File: src/common/rbcfp_params.svh
// constants of the reference-buffer control field parser
// assumes inclusion by the design file only
`ifndef RBCFP_PARAMS_SVH
`define RBCFP_PARAMS_SVH
// register byte offsets
`define RBCFP_CTRL_OFF      8'h00
`define RBCFP_PICSIZE_OFF   8'h04
`define RBCFP_GEOM_OFF      8'h08
`define RBCFP_BUFSTAT_OFF   8'h0C
`define RBCFP_SPSIZE_OFF    8'h10
`define RBCFP_LASTOP_OFF    8'h14
`define RBCFP_LIMIT_OFF     8'h18
// field positions
`define RBCFP_CTRL_MRF_BIT  16
`define RBCFP_LIMIT_ERR_BIT 24
// reset values
`define RBCFP_CTRL_RST      32'h0000_0000
`define RBCFP_PICSIZE_RST   32'h0090_00B0
`define RBCFP_MAXLT_RST     16'h0000
// arithmetic constants
`define RBCFP_PN_MODULO     11'h400
`define RBCFP_SAMPLE_UNIT   5'h10
`define RBCFP_UNIT_ROUND    16'h000F
`define RBCFP_FIELD_LAST    3'h6
`define RBCFP_STUFF_RUN     4'h8
`define RBCFP_LT_SLOTS      16
`endif

File: src/common/rbcfp_pkg.sv
// types of the reference-buffer control field parser
// assumes nothing beyond a SystemVerilog compiler
package rbcfp_pkg;
	typedef enum logic [3:0] {
		ST_CMD   = 4'h0, ST_DPN = 4'h1, ST_LONG_TERM_INDEX = 4'h2, ST_MAXLT = 4'h3,
		ST_SPW   = 4'h4, ST_SPH = 4'h5, ST_CAP  = 4'h6, ST_RST   = 4'h7,
		ST_MAP   = 4'h8
	} rbcfp_state_type;
	typedef enum logic [2:0] {
		OP_END    = 3'h0, OP_ST_UNUSED = 3'h1, OP_LT_UNUSED = 3'h2,
		OP_ASSIGN = 3'h3, OP_ST_SUB    = 3'h4, OP_LT_SUB    = 3'h5,
		OP_MAXLT  = 3'h6, OP_GEOM      = 3'h7
	} rbcfp_op_type;
	typedef enum logic [2:0] {
		ACT_MARK_ST  = 3'h0, ACT_MARK_CUR = 3'h1, ACT_MARK_LT  = 3'h2,
		ACT_ASSIGN   = 3'h3, ACT_SUB_ST   = 3'h4, ACT_SUB_LT   = 3'h5,
		ACT_LT_ABOVE = 3'h6, ACT_RESET    = 3'h7
	} rbcfp_act_type;
	typedef struct packed {
		logic        valid;
		logic        is_value;
		logic        bit_data;
		logic [15:0] value;
	} rbcfp_sym_type;
	typedef struct packed {
		logic          valid;
		rbcfp_act_type kind;
		logic [9:0]    pic;
		logic [15:0]   index;
		logic [15:0]   subpic;
	} rbcfp_action_type;
	typedef struct packed {
		logic valid;
		logic skipped;
		logic inter;
		logic mv_zero;
		logic ref_zero;
		logic no_coeff;
		logic extended_syntax;
	} rbcfp_mb_type;
endpackage

File: src/hw/rbcfp_parser.sv
// reference-buffer control field parser: command list, fields, marking
// assumes symbols from same-clock logic (bits raw, variable-length fields
// already decoded) and an AHB-Lite master for the registers
//
// Summary of operation
// - target number is current minus difference, plus 1024 when negative.
// - short-term unused with difference zero marks the current picture unused.
// - index follows difference for assignment, else directly follows command.
// - bitmap length is one bit per sub-picture from latest geometry.
// - bitmap follows difference for short-term, index for long-term target.
// - bitmap bits map raster order from top-left; ones mark areas unused.
// - a stuffing one follows eight zero bitmap bits and is skipped.
// - max long-term index plus one is zero until a value arrives.
// - new max value marks long-term pictures above value minus one unused.
// - width field is 7 bits after command; width 16 times field plus one.
// - sub-pictures across is ceil(ceil(width/16)/(field plus one)).
// - height field is 7 bits after width; height 16 times field, 1..72.
// - sub-pictures down is ceil(ceil(height/16)/height field).
// - capacity follows height; value is table index plus one.
// - whole-picture short-term limit is capacity minus long-terms in use.
// - reset flag follows capacity; one marks all buffered pictures unused.
// - skipped macroblock is inter, zero vector, reference zero, no coeffs.
// - extended macroblock syntax only when multiple-reference flag is one.
// - codes 1 end, 011 short-term unused, 0100 long-term unused.
// - codes 0101 assign, 00100 short-term and 00101 long-term removal.
// - codes 00110 max index and 00111 geometry with its four fields.
`timescale 1ns/1ps
`include "rbcfp_params.svh"

module rbcfp_parser (
	input  wire logic                    mclk,
	input  wire logic                    arst_n,
	input  wire logic                    hsel,
	input  wire logic [31:0]             haddr,
	input  wire logic [1:0]              htrans,
	input  wire logic                    hwrite,
	input  wire logic [2:0]              hsize,
	input  wire logic [31:0]             hwdata,
	input  wire logic                    hready,
	output logic                         hreadyout,
	output logic                         hresp,
	output logic [31:0]                  hrdata,
	input  wire rbcfp_pkg::rbcfp_sym_type sym_in,
	output logic                         want_value,
	output rbcfp_pkg::rbcfp_action_type  action_out,
	output logic                         list_done,
	input  wire logic                    mb_in_valid,
	input  wire logic                    mb_skip_bit,
	output rbcfp_pkg::rbcfp_mb_type      mb_out,
	output logic [15:0]                  short_term_limit
);
	rbcfp_pkg::rbcfp_state_type  state_reg;
	rbcfp_pkg::rbcfp_state_type  state_next;
	rbcfp_pkg::rbcfp_op_type     op_reg;
	rbcfp_pkg::rbcfp_op_type     dec_op;
	logic                        dec_hit;
	logic                        dec_bad;
	logic [4:0]                  code_reg;
	logic [2:0]                  code_len_reg;
	logic [4:0]                  cmd_c;
	logic [2:0]                  cmd_len;
	logic [6:0]                  fld_reg;
	logic [2:0]                  fld_cnt_reg;
	logic [9:0]                  target_reg;
	logic [9:0]                  target;
	logic [10:0]                 pn_diff;
	logic [10:0]                 pn_wrap;
	logic [6:0]                  sp_w_reg;
	logic [6:0]                  sp_h_reg;
	logic [15:0]                 cap_reg;
	logic [15:0]                 max_lt_reg;
	logic [15:0]                 map_idx_reg;
	logic [3:0]                  zrun_reg;
	logic [3:0]                  zrun_new;
	logic                        map_stuff;
	logic [15:0]                 total_reg;
	logic [16:0]                 w_units;
	logic [16:0]                 h_units;
	logic [16:0]                 across;
	logic [16:0]                 down;
	logic [16:0]                 h_div;
	logic [33:0]                 total_full;
	logic                        lt_used_reg [0:`RBCFP_LT_SLOTS-1];
	logic [4:0]                  lt_count;
	logic [9:0]                  pnc_reg;
	logic                        mrf_reg;
	logic [15:0]                 pic_w_reg;
	logic [15:0]                 pic_h_reg;
	logic                        err_reg;
	logic                        bit_ok;
	logic                        val_ok;
	logic                        bit_state;
	logic                        val_state;
	logic                        ahb_take;
	logic                        wr_pend_reg;
	logic [7:0]                  wr_addr_reg;
	logic [31:0]                 rd_mux;
	logic                        err_clr;
	rbcfp_pkg::rbcfp_action_type act_reg;
	rbcfp_pkg::rbcfp_mb_type     mb_reg;
	logic                        want_value_reg;
	logic                        list_done_reg;
	logic [15:0]                 st_limit_reg;
	logic [31:0]                 hrdata_reg;
	logic                        hreadyout_reg;
	logic                        hresp_reg;

	// outputs straight from flops
	assign hreadyout        = hreadyout_reg;
	assign hresp            = hresp_reg;
	assign hrdata           = hrdata_reg;
	assign want_value       = want_value_reg;
	assign action_out       = act_reg;
	assign list_done        = list_done_reg;
	assign mb_out           = mb_reg;
	assign short_term_limit = st_limit_reg;

	// a symbol of the wrong kind for the state is dropped and flagged
	assign bit_state = (state_reg == rbcfp_pkg::ST_CMD) ||
		(state_reg == rbcfp_pkg::ST_SPW) || (state_reg == rbcfp_pkg::ST_SPH) ||
		(state_reg == rbcfp_pkg::ST_RST) || (state_reg == rbcfp_pkg::ST_MAP);
	assign val_state = !bit_state;
	assign bit_ok    = sym_in.valid && !sym_in.is_value && bit_state;
	assign val_ok    = sym_in.valid && sym_in.is_value && val_state;

	// target picture number, wrapped into the 1024 number space
	assign pn_diff = {1'b0, pnc_reg} - {1'b0, sym_in.value[9:0]};
	assign pn_wrap = pn_diff + `RBCFP_PN_MODULO;
	assign target  = pn_diff[10] ? pn_wrap[9:0] : pn_diff[9:0];

	// bitmap stuffing: the bit after eight data zeros is skipped
	assign map_stuff = (zrun_reg == `RBCFP_STUFF_RUN);
	assign zrun_new  = sym_in.bit_data ? 4'h0 : zrun_reg + 4'h1;

	// command code prefix decode, one bit per symbol
	always_comb begin
		cmd_c   = {code_reg[3:0], sym_in.bit_data};
		cmd_len = code_len_reg + 3'h1;
		dec_op  = rbcfp_pkg::OP_END;
		dec_hit = 1'b0;
		dec_bad = 1'b0;
		case (cmd_len)
			3'h1: begin
				dec_hit = cmd_c[0];
			end
			3'h3: begin
				if (cmd_c[2:0] == 3'h3) begin
					dec_hit = 1'b1;
					dec_op  = rbcfp_pkg::OP_ST_UNUSED;
				end else if (cmd_c[2:0] == 3'h0) begin
					dec_bad = 1'b1;
				end
			end
			3'h4: begin
				if (cmd_c[3:1] == 3'h2) begin
					dec_hit = 1'b1;
					dec_op  = cmd_c[0] ? rbcfp_pkg::OP_ASSIGN
						: rbcfp_pkg::OP_LT_UNUSED;
				end
			end
			3'h5: begin
				dec_hit = 1'b1;
				dec_op  = rbcfp_pkg::rbcfp_op_type'({1'b1, cmd_c[1:0]});
			end
			default: begin
				dec_hit = 1'b0;
			end
		endcase
	end

	// next parser state; field order follows the command
	always_comb begin
		state_next = state_reg;
		case (state_reg)
			rbcfp_pkg::ST_CMD: begin
				if (bit_ok && dec_hit) begin
					case (dec_op)
						rbcfp_pkg::OP_ST_UNUSED,
						rbcfp_pkg::OP_ASSIGN,
						rbcfp_pkg::OP_ST_SUB:    state_next = rbcfp_pkg::ST_DPN;
						rbcfp_pkg::OP_LT_UNUSED,
						rbcfp_pkg::OP_LT_SUB:    state_next = rbcfp_pkg::ST_LONG_TERM_INDEX;
						rbcfp_pkg::OP_MAXLT:     state_next = rbcfp_pkg::ST_MAXLT;
						rbcfp_pkg::OP_GEOM:      state_next = rbcfp_pkg::ST_SPW;
						default:                 state_next = rbcfp_pkg::ST_CMD;
					endcase
				end
			end
			rbcfp_pkg::ST_DPN: begin
				if (val_ok) begin
					if (op_reg == rbcfp_pkg::OP_ST_SUB) begin
						state_next = rbcfp_pkg::ST_MAP;
					end else if (op_reg == rbcfp_pkg::OP_ASSIGN) begin
						state_next = rbcfp_pkg::ST_LONG_TERM_INDEX;
					end else begin
						state_next = rbcfp_pkg::ST_CMD;
					end
				end
			end
			rbcfp_pkg::ST_LONG_TERM_INDEX: begin
				if (val_ok) begin
					state_next = (op_reg == rbcfp_pkg::OP_LT_SUB) ?
						rbcfp_pkg::ST_MAP : rbcfp_pkg::ST_CMD;
				end
			end
			rbcfp_pkg::ST_MAP: begin
				if (bit_ok) begin
					if (map_stuff) begin
						if (map_idx_reg >= total_reg) begin
							state_next = rbcfp_pkg::ST_CMD;
						end
					end else if ((map_idx_reg + 16'h0001 >= total_reg) &&
						(zrun_new != `RBCFP_STUFF_RUN)) begin
						state_next = rbcfp_pkg::ST_CMD;
					end
				end
			end
			rbcfp_pkg::ST_MAXLT: begin
				if (val_ok) begin
					state_next = rbcfp_pkg::ST_CMD;
				end
			end
			rbcfp_pkg::ST_SPW: begin
				if (bit_ok && fld_cnt_reg == `RBCFP_FIELD_LAST) begin
					state_next = rbcfp_pkg::ST_SPH;
				end
			end
			rbcfp_pkg::ST_SPH: begin
				if (bit_ok && fld_cnt_reg == `RBCFP_FIELD_LAST) begin
					state_next = rbcfp_pkg::ST_CAP;
				end
			end
			rbcfp_pkg::ST_CAP: begin
				if (val_ok) begin
					state_next = rbcfp_pkg::ST_RST;
				end
			end
			rbcfp_pkg::ST_RST: begin
				if (bit_ok) begin
					state_next = rbcfp_pkg::ST_CMD;
				end
			end
			default: begin
				state_next = rbcfp_pkg::ST_CMD;
			end
		endcase
	end

	// parser state and the fields it collects
	always_ff @(posedge mclk or negedge arst_n) begin
		if (!arst_n) begin
			state_reg      <= rbcfp_pkg::ST_CMD;
			op_reg         <= rbcfp_pkg::OP_END;
			code_reg       <= 5'h00;
			code_len_reg   <= 3'h0;
			fld_reg        <= 7'h00;
			fld_cnt_reg    <= 3'h0;
			target_reg     <= 10'h000;
			sp_w_reg       <= 7'h00;
			sp_h_reg       <= 7'h01;
			cap_reg        <= 16'h0000;
			max_lt_reg     <= `RBCFP_MAXLT_RST;
			map_idx_reg    <= 16'h0000;
			zrun_reg       <= 4'h0;
			want_value_reg <= 1'b0;
			list_done_reg  <= 1'b0;
		end else begin
			state_reg      <= state_next;
			want_value_reg <= (state_next == rbcfp_pkg::ST_DPN) ||
				(state_next == rbcfp_pkg::ST_LONG_TERM_INDEX) ||
				(state_next == rbcfp_pkg::ST_MAXLT) ||
				(state_next == rbcfp_pkg::ST_CAP);
			list_done_reg  <= bit_ok && (state_reg == rbcfp_pkg::ST_CMD) &&
				dec_hit && (dec_op == rbcfp_pkg::OP_END);
			case (state_reg)
				rbcfp_pkg::ST_CMD: begin
					if (bit_ok && (dec_hit || dec_bad)) begin
						code_reg     <= 5'h00;
						code_len_reg <= 3'h0;
						op_reg       <= dec_op;
					end else if (bit_ok) begin
						code_reg     <= cmd_c;
						code_len_reg <= cmd_len;
					end
					fld_cnt_reg <= 3'h0;
					map_idx_reg <= 16'h0000;
					zrun_reg    <= 4'h0;
				end
				rbcfp_pkg::ST_DPN: begin
					if (val_ok) begin
						target_reg <= target;
					end
				end
				rbcfp_pkg::ST_MAP: begin
					if (bit_ok && map_stuff) begin
						zrun_reg <= 4'h0;
					end else if (bit_ok) begin
						zrun_reg    <= zrun_new;
						map_idx_reg <= map_idx_reg + 16'h0001;
					end
				end
				rbcfp_pkg::ST_MAXLT: begin
					if (val_ok) begin
						max_lt_reg <= sym_in.value;
					end
				end
				rbcfp_pkg::ST_SPW, rbcfp_pkg::ST_SPH: begin
					if (bit_ok) begin
						fld_reg     <= {fld_reg[5:0], sym_in.bit_data};
						fld_cnt_reg <= fld_cnt_reg + 3'h1;
						if (fld_cnt_reg == `RBCFP_FIELD_LAST) begin
							fld_cnt_reg <= 3'h0;
							if (state_reg == rbcfp_pkg::ST_SPW) begin
								sp_w_reg <= {fld_reg[5:0], sym_in.bit_data};
							end else begin
								sp_h_reg <= {fld_reg[5:0], sym_in.bit_data};
							end
						end
					end
				end
				rbcfp_pkg::ST_CAP: begin
					if (val_ok) begin
						cap_reg <= sym_in.value + 16'h0001;
					end
				end
				default: begin
					fld_cnt_reg <= fld_cnt_reg;
				end
			endcase
		end
	end

	// marking actions, one pulse per decoded effect
	always_ff @(posedge mclk or negedge arst_n) begin
		if (!arst_n) begin
			act_reg <= '0;
		end else begin
			act_reg.valid <= 1'b0;
			if (val_ok && state_reg == rbcfp_pkg::ST_DPN &&
				op_reg == rbcfp_pkg::OP_ST_UNUSED) begin
				act_reg.valid <= 1'b1;
				act_reg.pic   <= target;
				act_reg.kind  <= (sym_in.value == 16'h0000) ?
					rbcfp_pkg::ACT_MARK_CUR : rbcfp_pkg::ACT_MARK_ST;
			end else if (val_ok && state_reg == rbcfp_pkg::ST_LONG_TERM_INDEX &&
				op_reg != rbcfp_pkg::OP_LT_SUB) begin
				act_reg.valid <= 1'b1;
				act_reg.pic   <= target_reg;
				act_reg.index <= sym_in.value;
				act_reg.kind  <= (op_reg == rbcfp_pkg::OP_ASSIGN) ?
					rbcfp_pkg::ACT_ASSIGN : rbcfp_pkg::ACT_MARK_LT;
			end else if (val_ok && state_reg == rbcfp_pkg::ST_LONG_TERM_INDEX) begin
				act_reg.index <= sym_in.value;
			end else if (bit_ok && state_reg == rbcfp_pkg::ST_MAP &&
				!map_stuff && sym_in.bit_data) begin
				act_reg.valid  <= 1'b1;
				act_reg.pic    <= target_reg;
				act_reg.subpic <= map_idx_reg;
				act_reg.kind   <= (op_reg == rbcfp_pkg::OP_LT_SUB) ?
					rbcfp_pkg::ACT_SUB_LT : rbcfp_pkg::ACT_SUB_ST;
			end else if (val_ok && state_reg == rbcfp_pkg::ST_MAXLT) begin
				act_reg.valid <= 1'b1;
				act_reg.index <= sym_in.value;
				act_reg.kind  <= rbcfp_pkg::ACT_LT_ABOVE;
			end else if (bit_ok && state_reg == rbcfp_pkg::ST_RST &&
				sym_in.bit_data) begin
				act_reg.valid <= 1'b1;
				act_reg.kind  <= rbcfp_pkg::ACT_RESET;
			end
		end
	end

	// sub-picture grid; a zero height field is illegal and taken as one
	always_comb begin
		w_units    = {1'b0, pic_w_reg + `RBCFP_UNIT_ROUND} >> 4;
		h_units    = {1'b0, pic_h_reg + `RBCFP_UNIT_ROUND} >> 4;
		across     = (w_units + {10'h000, sp_w_reg}) /
			({10'h000, sp_w_reg} + 17'h00001);
		h_div      = (sp_h_reg == 7'h00) ? 17'h00001 : {10'h000, sp_h_reg};
		down       = (h_units + h_div - 17'h00001) / h_div;
		total_full = across * down;
	end

	// derived count held so later bitmaps are sized from it
	always_ff @(posedge mclk or negedge arst_n) begin
		if (!arst_n) begin
			total_reg <= 16'h0000;
		end else begin
			total_reg <= total_full[15:0];
		end
	end

	// long-term slots in use, one flop per index
	genvar g;
	generate
		for (g = 0; g < `RBCFP_LT_SLOTS; g = g + 1) begin : g_lt
			always_ff @(posedge mclk or negedge arst_n) begin
				if (!arst_n) begin
					lt_used_reg[g] <= 1'b0;
				end else if (act_reg.valid) begin
					if (act_reg.kind == rbcfp_pkg::ACT_RESET) begin
						lt_used_reg[g] <= 1'b0;
					end else if (act_reg.kind == rbcfp_pkg::ACT_LT_ABOVE &&
						act_reg.index <= 16'(g)) begin
						lt_used_reg[g] <= 1'b0;
					end else if (act_reg.kind == rbcfp_pkg::ACT_MARK_LT &&
						act_reg.index == 16'(g)) begin
						lt_used_reg[g] <= 1'b0;
					end else if (act_reg.kind == rbcfp_pkg::ACT_ASSIGN &&
						act_reg.index == 16'(g)) begin
						lt_used_reg[g] <= 1'b1;
					end
				end
			end
		end
	endgenerate

	// count of long-term pictures still in use
	always_comb begin
		lt_count = 5'h00;
		for (int i = 0; i < `RBCFP_LT_SLOTS; i++) begin
			lt_count = lt_count + {4'h0, lt_used_reg[i]};
		end
	end

	// short-term limit only meaningful with whole-picture sub-pictures
	always_ff @(posedge mclk or negedge arst_n) begin
		if (!arst_n) begin
			st_limit_reg <= 16'h0000;
		end else if (total_reg == 16'h0001) begin
			st_limit_reg <= (cap_reg > {11'h000, lt_count}) ?
				cap_reg - {11'h000, lt_count} : 16'h0000;
		end else begin
			st_limit_reg <= cap_reg;
		end
	end

	// skipped macroblock interpretation and syntax choice
	always_ff @(posedge mclk or negedge arst_n) begin
		if (!arst_n) begin
			mb_reg <= '0;
		end else begin
			mb_reg.valid           <= mb_in_valid;
			mb_reg.skipped         <= mb_skip_bit;
			mb_reg.inter           <= mb_skip_bit;
			mb_reg.mv_zero         <= mb_skip_bit;
			mb_reg.ref_zero        <= mb_skip_bit;
			mb_reg.no_coeff        <= mb_skip_bit;
			mb_reg.extended_syntax <= !mb_skip_bit && mrf_reg;
		end
	end

	// sticky protocol error; a new error wins over the software clear
	assign err_clr = wr_pend_reg && (wr_addr_reg == `RBCFP_LIMIT_OFF) &&
		hwdata[`RBCFP_LIMIT_ERR_BIT];
	always_ff @(posedge mclk or negedge arst_n) begin
		if (!arst_n) begin
			err_reg <= 1'b0;
		end else if ((bit_ok && state_reg == rbcfp_pkg::ST_CMD && dec_bad) ||
			(sym_in.valid && !bit_ok && !val_ok)) begin
			err_reg <= 1'b1;
		end else if (err_clr) begin
			err_reg <= 1'b0;
		end
	end

	// AHB-Lite address phase; zero wait, always OKAY
	assign ahb_take = hsel && hready && htrans[1];
	always_comb begin
		case (haddr[7:0])
			`RBCFP_CTRL_OFF:    rd_mux = {15'h0000, mrf_reg, 6'h00, pnc_reg};
			`RBCFP_PICSIZE_OFF: rd_mux = {pic_h_reg, pic_w_reg};
			`RBCFP_GEOM_OFF:    rd_mux = {total_reg, 1'b0, sp_h_reg,
				1'b0, sp_w_reg};
			`RBCFP_BUFSTAT_OFF: rd_mux = {max_lt_reg, cap_reg};
			`RBCFP_SPSIZE_OFF:  rd_mux = {5'h00, sp_h_reg, 4'h0,
				4'h0, {1'b0, sp_w_reg} + 8'h01, 4'h0};
			`RBCFP_LASTOP_OFF:  rd_mux = {4'h0, state_reg, 5'h00,
				op_reg, 6'h00, target_reg};
			`RBCFP_LIMIT_OFF:   rd_mux = {7'h00, err_reg, 3'h0, lt_count,
				st_limit_reg};
			default:            rd_mux = 32'h0000_0000;
		endcase
	end

	// bus slave: capture address, register read data, hold status
	always_ff @(posedge mclk or negedge arst_n) begin
		if (!arst_n) begin
			wr_pend_reg   <= 1'b0;
			wr_addr_reg   <= 8'h00;
			hrdata_reg    <= 32'h0000_0000;
			hreadyout_reg <= 1'b1;
			hresp_reg     <= 1'b0;
		end else begin
			wr_pend_reg   <= ahb_take && hwrite;
			wr_addr_reg   <= haddr[7:0];
			hreadyout_reg <= 1'b1;
			hresp_reg     <= 1'b0;
			if (ahb_take && !hwrite) begin
				hrdata_reg <= rd_mux;
			end
		end
	end

	// reset word split into its two sizes
	localparam logic [31:0] picsize_rst = `RBCFP_PICSIZE_RST;
	// writable control: current number, flag, picture size
	always_ff @(posedge mclk or negedge arst_n) begin
		if (!arst_n) begin
			pnc_reg   <= 10'h000;
			mrf_reg   <= 1'b0;
			pic_w_reg <= picsize_rst[15:0];
			pic_h_reg <= picsize_rst[31:16];
		end else if (wr_pend_reg) begin
			if (wr_addr_reg == `RBCFP_CTRL_OFF) begin
				pnc_reg <= hwdata[9:0];
				mrf_reg <= hwdata[`RBCFP_CTRL_MRF_BIT];
			end else if (wr_addr_reg == `RBCFP_PICSIZE_OFF) begin
				pic_w_reg <= hwdata[15:0];
				pic_h_reg <= hwdata[31:16];
			end
		end
	end
endmodule

File: config.mk
export PLATFORM = sky130hd
export DESIGN_NAME = rbcfp_parser
export DESIGN_NICKNAME = d
export VERILOG_FILES = /design/src/common/rbcfp_pkg.sv /design/src/hw/rbcfp_parser.sv
export VERILOG_INCLUDE_DIRS = /design/src /design/src/common
export SDC_FILE = /design/constraint.sdc
export NUM_CORES = 1
export LEC_CHECK = 0
export BUFFER_PORTS_ARGS = -buffer_cell sky130_fd_sc_hd__buf_4
export CAP_MARGIN = 25
export CORE_MARGIN = 8
export CORE_UTILIZATION = 60
export CTS_CLUSTER_DIAMETER = 100
export DETAILED_ROUTE_END_ITERATION = 16
export PLACE_DENSITY = 0.79
export SYNTH_ARGS = -nofsm -noshare
export SYNTH_HDL_FRONTEND = slang
export SYNTH_SLANG_ARGS = --single-unit
File: constraint.sdc
create_clock -name mclk -period 111.9 [get_ports mclk]
set_input_delay 22.38 -clock mclk [delete_from_list [all_inputs] [get_ports mclk]]
set_output_delay 22.38 -clock mclk [all_outputs]
set_load 0.1 [all_outputs]
Word level (Yosys, flattened, before mapping)
Index checks and enable logic that the tools add are counted.
{"block": "word_totals", "output_inout_bits": 105, "inputBits": 95, "regBits": 282}
{"block": "classes", "n_mul": 1, "div_mod_pow": 2, "eq_ne": 67, "n_addsub": 30, "n_lt_le_gt_ge": 19, "reduce_logical": 163, "muxes": 125, "bitwise_logic": 5}
{"cell": "32-bit one-hot mux with 7 select lines", "n": 1}
{"cell": "16-bit by 4-bit equality test with 1-bit output, second input constant", "n": 8}
{"cell": "16-bit by 4-bit <= comparator with 1-bit output, second input constant", "n": 8}
{"cell": "16-bit 2-to-1 mux", "n": 7}
{"cell": "1-bit logical AND", "n": 80}
{"cell": "4-bit 2-to-1 mux", "n": 20}
{"cell": "1-bit 2-to-1 mux", "n": 76}
{"cell": "16-bit by 3-bit equality test with 1-bit output, second input constant", "n": 4}
{"cell": "16-bit by 3-bit <= comparator with 1-bit output, second input constant", "n": 4}
{"cell": "4-bit nonzero test", "n": 16}
{"cell": "5-bit by 1-bit adder with 5-bit output", "n": 11}
{"cell": "2-bit AND reduction", "n": 27}
{"cell": "4-bit one-hot mux with 9 select lines", "n": 1}
{"cell": "17-bit by 17-bit divider with 17-bit output", "n": 2}
{"cell": "3-bit equality test, second input constant", "n": 11}
{"cell": "16-bit by 1-bit adder with 16-bit output, second input constant", "n": 2}
{"cell": "16-bit by 4-bit adder with 16-bit output, second input constant", "n": 2}
{"cell": "16-bit by 1-bit equality test with 1-bit output, second input constant", "n": 2}
{"cell": "16-bit by 2-bit equality test with 1-bit output, second input constant", "n": 2}
{"cell": "8-bit by 5-bit equality test with 1-bit output, second input constant", "n": 4}
{"cell": "16-bit >= comparator", "n": 2}
{"cell": "16-bit by 1-bit <= comparator with 1-bit output, second input constant", "n": 2}
{"cell": "16-bit by 2-bit <= comparator with 1-bit output, second input constant", "n": 2}
{"cell": "16-bit logical NOT", "n": 2}
{"cell": "other kinds (52)", "n": 116}

Logic depth before layout (Yosys ltp)
{"block": "depth", "word_depth": 18, "mapped_depth": 231, "ltp_nobuf": 218}

Worst setup path before layout
No wires, ideal clock.
{"block": "synth_path", "kind": "register to register", "startpoint": "reg pic_w_reg[3]", "endpoint": "reg total_reg[15]", "setup_ps": 125, "path_slack_ps": 69792, "required_ps": 111775, "n_path_buf": 13, "t_arrival_ps": 41983, "stages_incl_launch_ff": 217, "cell_sequence": "dfrtp_1 > nor4_1 > xnor2_1 > ha_1 > inv_1 > fa_1 > nand2b_1 > a21oi_1 > o21ai_1 > nor2b_1 > o311ai_0 > nor4b_4 > and3_1 > ha_1 > o21a_1 > o21a_1 > nand2_1 > mux2_2 > [181 not listed] > o21ai_0 > o41ai_1 > xnor2_1 > xnor2_1 > xnor2_1 > xnor2_1 > xnor2_1 > xnor2_1 > xnor2_1 > xnor2_1 > xnor2_1 > xnor2_1 > xnor2_1 > xnor2_1 > xnor2_1 > xnor2_1 > xnor3_1 > xor2_1"}
{"block": "synth_via", "elab_chain_cells": 4}
{"item": "start: declaration", "line_no": "rbcfp_parser.sv:87", "rtl": "logic [15:0] pic_w_reg;"}
{"item": "start signal: assignment", "line_no": "rbcfp_parser.sv:512", "rtl": "pic_w_reg <= picsize_rst[15:0];"}
{"item": "start signal: assignment", "line_no": "rbcfp_parser.sv:519", "rtl": "pic_w_reg <= hwdata[15:0];"}
{"item": "16-bit by 4-bit adder with 16-bit output (no source line)"}
{"item": "12-bit by 7-bit adder with 13-bit output", "line_no": "rbcfp_parser.sv:377", "rtl": "across = (w_units + {10'h000, sp_w_reg}) /"}
{"item": "17-bit by 17-bit divider with 17-bit output", "line_no": "rbcfp_parser.sv:377"}
{"item": "17-bit by 17-bit multiplier with 16-bit output", "line_no": "rbcfp_parser.sv:381", "rtl": "total_full = across * down;"}
{"item": "via total_full[15]", "line_no": "rbcfp_parser.sv:82", "rtl": "logic [33:0] total_full;"}
{"item": "end signal: assignment", "line_no": "rbcfp_parser.sv:389", "rtl": "total_reg <= total_full[15:0];"}
{"item": "end: declaration", "line_no": "rbcfp_parser.sv:76", "rtl": "logic [15:0] total_reg;"}
The timed path passes the listed nets, and every way through them passes these cells.
A chain may end at the register's enable or synchronous reset.

Final worst setup path
Ends and elaborated chain as after synthesis.

==> metrics.md <==
| Metric | Value |
|---|---|
| Slew at the pin closest to its max-slew limit | 1100 ps |
| Core area | between 50000 and 60000 sq um |
| Final routed wire length divided by cell count | 20.1 microns |
| Hold bufs inserted after CTS | 0 |
| Setup_tns | 0 ps |
| Cell count after synthesis | 3824 |
| Die outline height | between 200 and 250 microns |
| Detailed route wirelength on metal3 | 8080 microns |
| Sequential cell area fraction in the yosys report | 22.0% |
| Count of pins on the block boundary | 200 |
| Placed wire-length estimate after detailed placement | 73100 microns |
| Synth Area in Adders | about a fifth |
| Launching element type of the critical path | flop |
| Part of the cycle the worst path needs | between 40 and 50% |
| Share of synthesized area spent on multiplexers | 6.23% |
| Cts bufs inserted | 28 |
| Ys async rst share | 100% |
| Total wirelength of the detailed-routed design | 93700 microns |
| Flip-flop count of the largest register after layout | 46 |
| Antenna Diode Count | 0 |
| Post-Route M1 WL | 40400 microns |
| Number of distinct library cells after synthesis | 131 |
| Main combinational cell family by area after synthesis | compound AO/OA/AOI/OAI gates |
| Simple-gate share of the synthesized area | 19.9% |
| Largest fanout on the critical path | 20 |
| Required arrival time at the worst endpoint | 112340 ps |
| Most common cell after layout, fill and taps aside | nand2_1 |
| Clock Skew | 18.0 ps |
| Maximum operating frequency | 19.9 MHz |
| Relative area change from synthesis to final layout | 9.26% |
| Clock tree from TritonCTS | done |
| Synthesized cell area | 32100 sq um |
| Via density per instance | 6.38 |
| Later-pin clock latency in the skew report | 560 ps |
| Net count reported at finish | about 4.5k |
| DR WL met2 | approximately 42000 microns |
| Setup violation total in the final timing report | 0 |
| Initial antenna violation count | 1 |
| Maximum number of pins on one net before global-route repair | 140 |
| Count of instances resized after the clock tree is built | 0 |
| 1st-pass router iterations | 9 |
| Most frequent cells in the layout | nand2_1, ha_1, nor2_1 |
| Clock slew seen by the registers of the worst setup and hold paths | around 60 ps |
| Placement Rows | 84 |
| Crit path DAT | between 50000 and 60000 ps |
| Total Routing Usage GR | between 30 and 40% |
| Count of clock tree sinks | 282 |
| Final hold vios | 0 |
| Residual DRC count | 0 |
| Unrepaired setup endpoints after global routing | false |
| # port buffers | ~170 |
| DRT iter0 DRCs | 2736 |
| Fraction of layout instances using a drive strength above 1 | 12.8% |
| Top routing layer in use | met5 |
| Remaining number of nets flagged by the antenna check after routing | 0 |
| CP endpoint kind | flop |
| Count of filler cells inserted in the layout | 4481 |
| Slew Limit Fails | 0 |
| Type of the setup path with the least slack | reg2reg |
| Min Clock Period, post-route | between 50000 and 60000 ps |
| Average size of a mapped cell | ~8.4 sq um |
| Relative slew slack | 26.2% |
| Gpl congestion | 0.981 |
| Die ar. | roughly 61000 sq um |
| Number of warnings reported in the yosys synthesis log | 0 |
| Run status | completed |
| First-pass GRT wire length | 150000 microns |
| Buffers inserted by post-CTS timing repair | 0 |
| Cell with the biggest individual delay on the critical path | a21oi_2 |
| Die Span X | between 200 and 250 microns |
| Tightest Hold Check Type | reg2reg |
| Most common flop cell mapped by yosys | dfrtp_1 |
| Maximum buffer depth of the clock tree | 3 |
| Top cell by count, worst path | o21a_1 |
| Grt ovf | 0 |
| Root buffer selected by CTS | clkbuf_16 |
| Number of levels the H-tree was split into | 1 |
| EDFF count, synth | 0 |
| Area share of xor/xnor cells in the synthesized design | 5.99% |
| Compound-Gate Fraction of Synth Area | 21.6% |
| Via count | between 20k and 30k |
| Maximum cell stage delay along the critical path | 740 ps |
| Number of storage elements in the synthesis netlist | 282 |
| Starting density of the core | 60.8% |
| Number of global-route vias before repair | 28.4k |
| MaxCap Viol Count | 0 |
[cell families (layout without fill, tap and decap cells)]
logic type,Yosys count,count (layout)
buffers and inverters,391,526
AOI/OAI and AO/OA,1004,1004
other,2,5
and+or+nand+nor,1303,1303
xor gates and xnor gates,218,218
DFF,282,282
muxes,181,181
adders and majority gates,443,443
[final cells by class]
type	instances	area (sq um)	share of cell area (%)
Clock buffer	37	776	2.21
Tap cell	688	861	2.46
Sequential cell	282	7060	20.2
Timing Repair Buffer	210	1620	4.63
Inverter	264	991	2.83
Clock inverter	15	179	0.510
Multi-Input combinational cell	3154	23600	67.2
[through the flow]
stage	cell area, sq um	cells	setup slack (ps)	utilization, %	hold slack [ps]
final	35100	4650	61580	66.4	481
after global routing	35100	4650	57830	66.4	514
after CTS	35000	4646	62390	66.3	486
after detailed placement	34000	4594	62630	64.5	472
after global placement	34000	4593	63150	64.5	462
after floorplan	32100	3827	69790	-	444
[critical path, delay by kind of cell (launching register included)]
kind | cells | cell delay [ps]
AO/OA/AOI/OAI | 96 | 21870
XOR/XNOR | 17 | 3100
adder cells (fa/ha/maj) | 25 | 8370
buffers and inverters | 7 | 440
flip-flops | 1 | 440
multiplexers | 5 | 1920
AND/OR/NAND/NOR | 55 | 13920
[worst paths after layout]
kind	start	endpoint	slack, ps	depth (start not counted)
max reg2reg	pic_w_reg[3]	total_reg[15]	61580	205
min in group asynchronous	arst_n	mb_out[6]	21920	1
min	action_out[41]	action_out[41]	480	2
min reg2reg	action_out[41]	action_out[41]	480	2
max in group asynchronous	arst_n	pic_h_reg[7]	88020	4
max	pic_w_reg[3]	total_reg[15]	61580	205
[cell usage after synthesis, types with 25 or more instances]
library cell / number / area share [%]
nand2_1: 384 / 4.5
ha_1: 349 / 14
nor2_1: 313 / 3.7
dfrtp_1: 276 / 22
inv_1: 259 / 3.0
o21ai_0: 226 / 3.5
a21oi_1: 200 / 3.1
xnor2_1: 146 / 4.0
nor3_1: 145 / 2.3
mux2_2: 137 / 4.8
o21a_1: 103 / 2.4
clkbuf_1: 101 / 1.2
fa_1: 94 / 5.9
nand3_1: 73 / 1.1
xor2_1: 71 / 1.9
o31ai_1: 70 / 1.6
nand2b_1: 64 / 1.2
a21o_1: 62 / 1.5
nor2b_1: 50 / 0.98
mux2i_1: 40 / 1.2
or3_1: 38 / 0.74
nand4_1: 36 / 0.70
and3_1: 30 / 0.59
a211oi_1: 28 / 0.66
a31oi_1: 28 / 0.55
nor4_1: 28 / 0.55
o211ai_1: 27 / 0.63
a22oi_1: 25 / 0.59
and2_1: 25 / 0.49
[routing by layer]
metal / vias to the layer above / global-route usage [%]
li1: 14100 / -
met5: - / 0
met1: 14200 / 41.5
met2: 1196 / 48.5
met4: 2 / 9.61
met3: 203 / 4.28
Power is left out: the tool's default activity adds up to more than one toggle a clock period on the data nets, which glitch-free logic cannot reach.
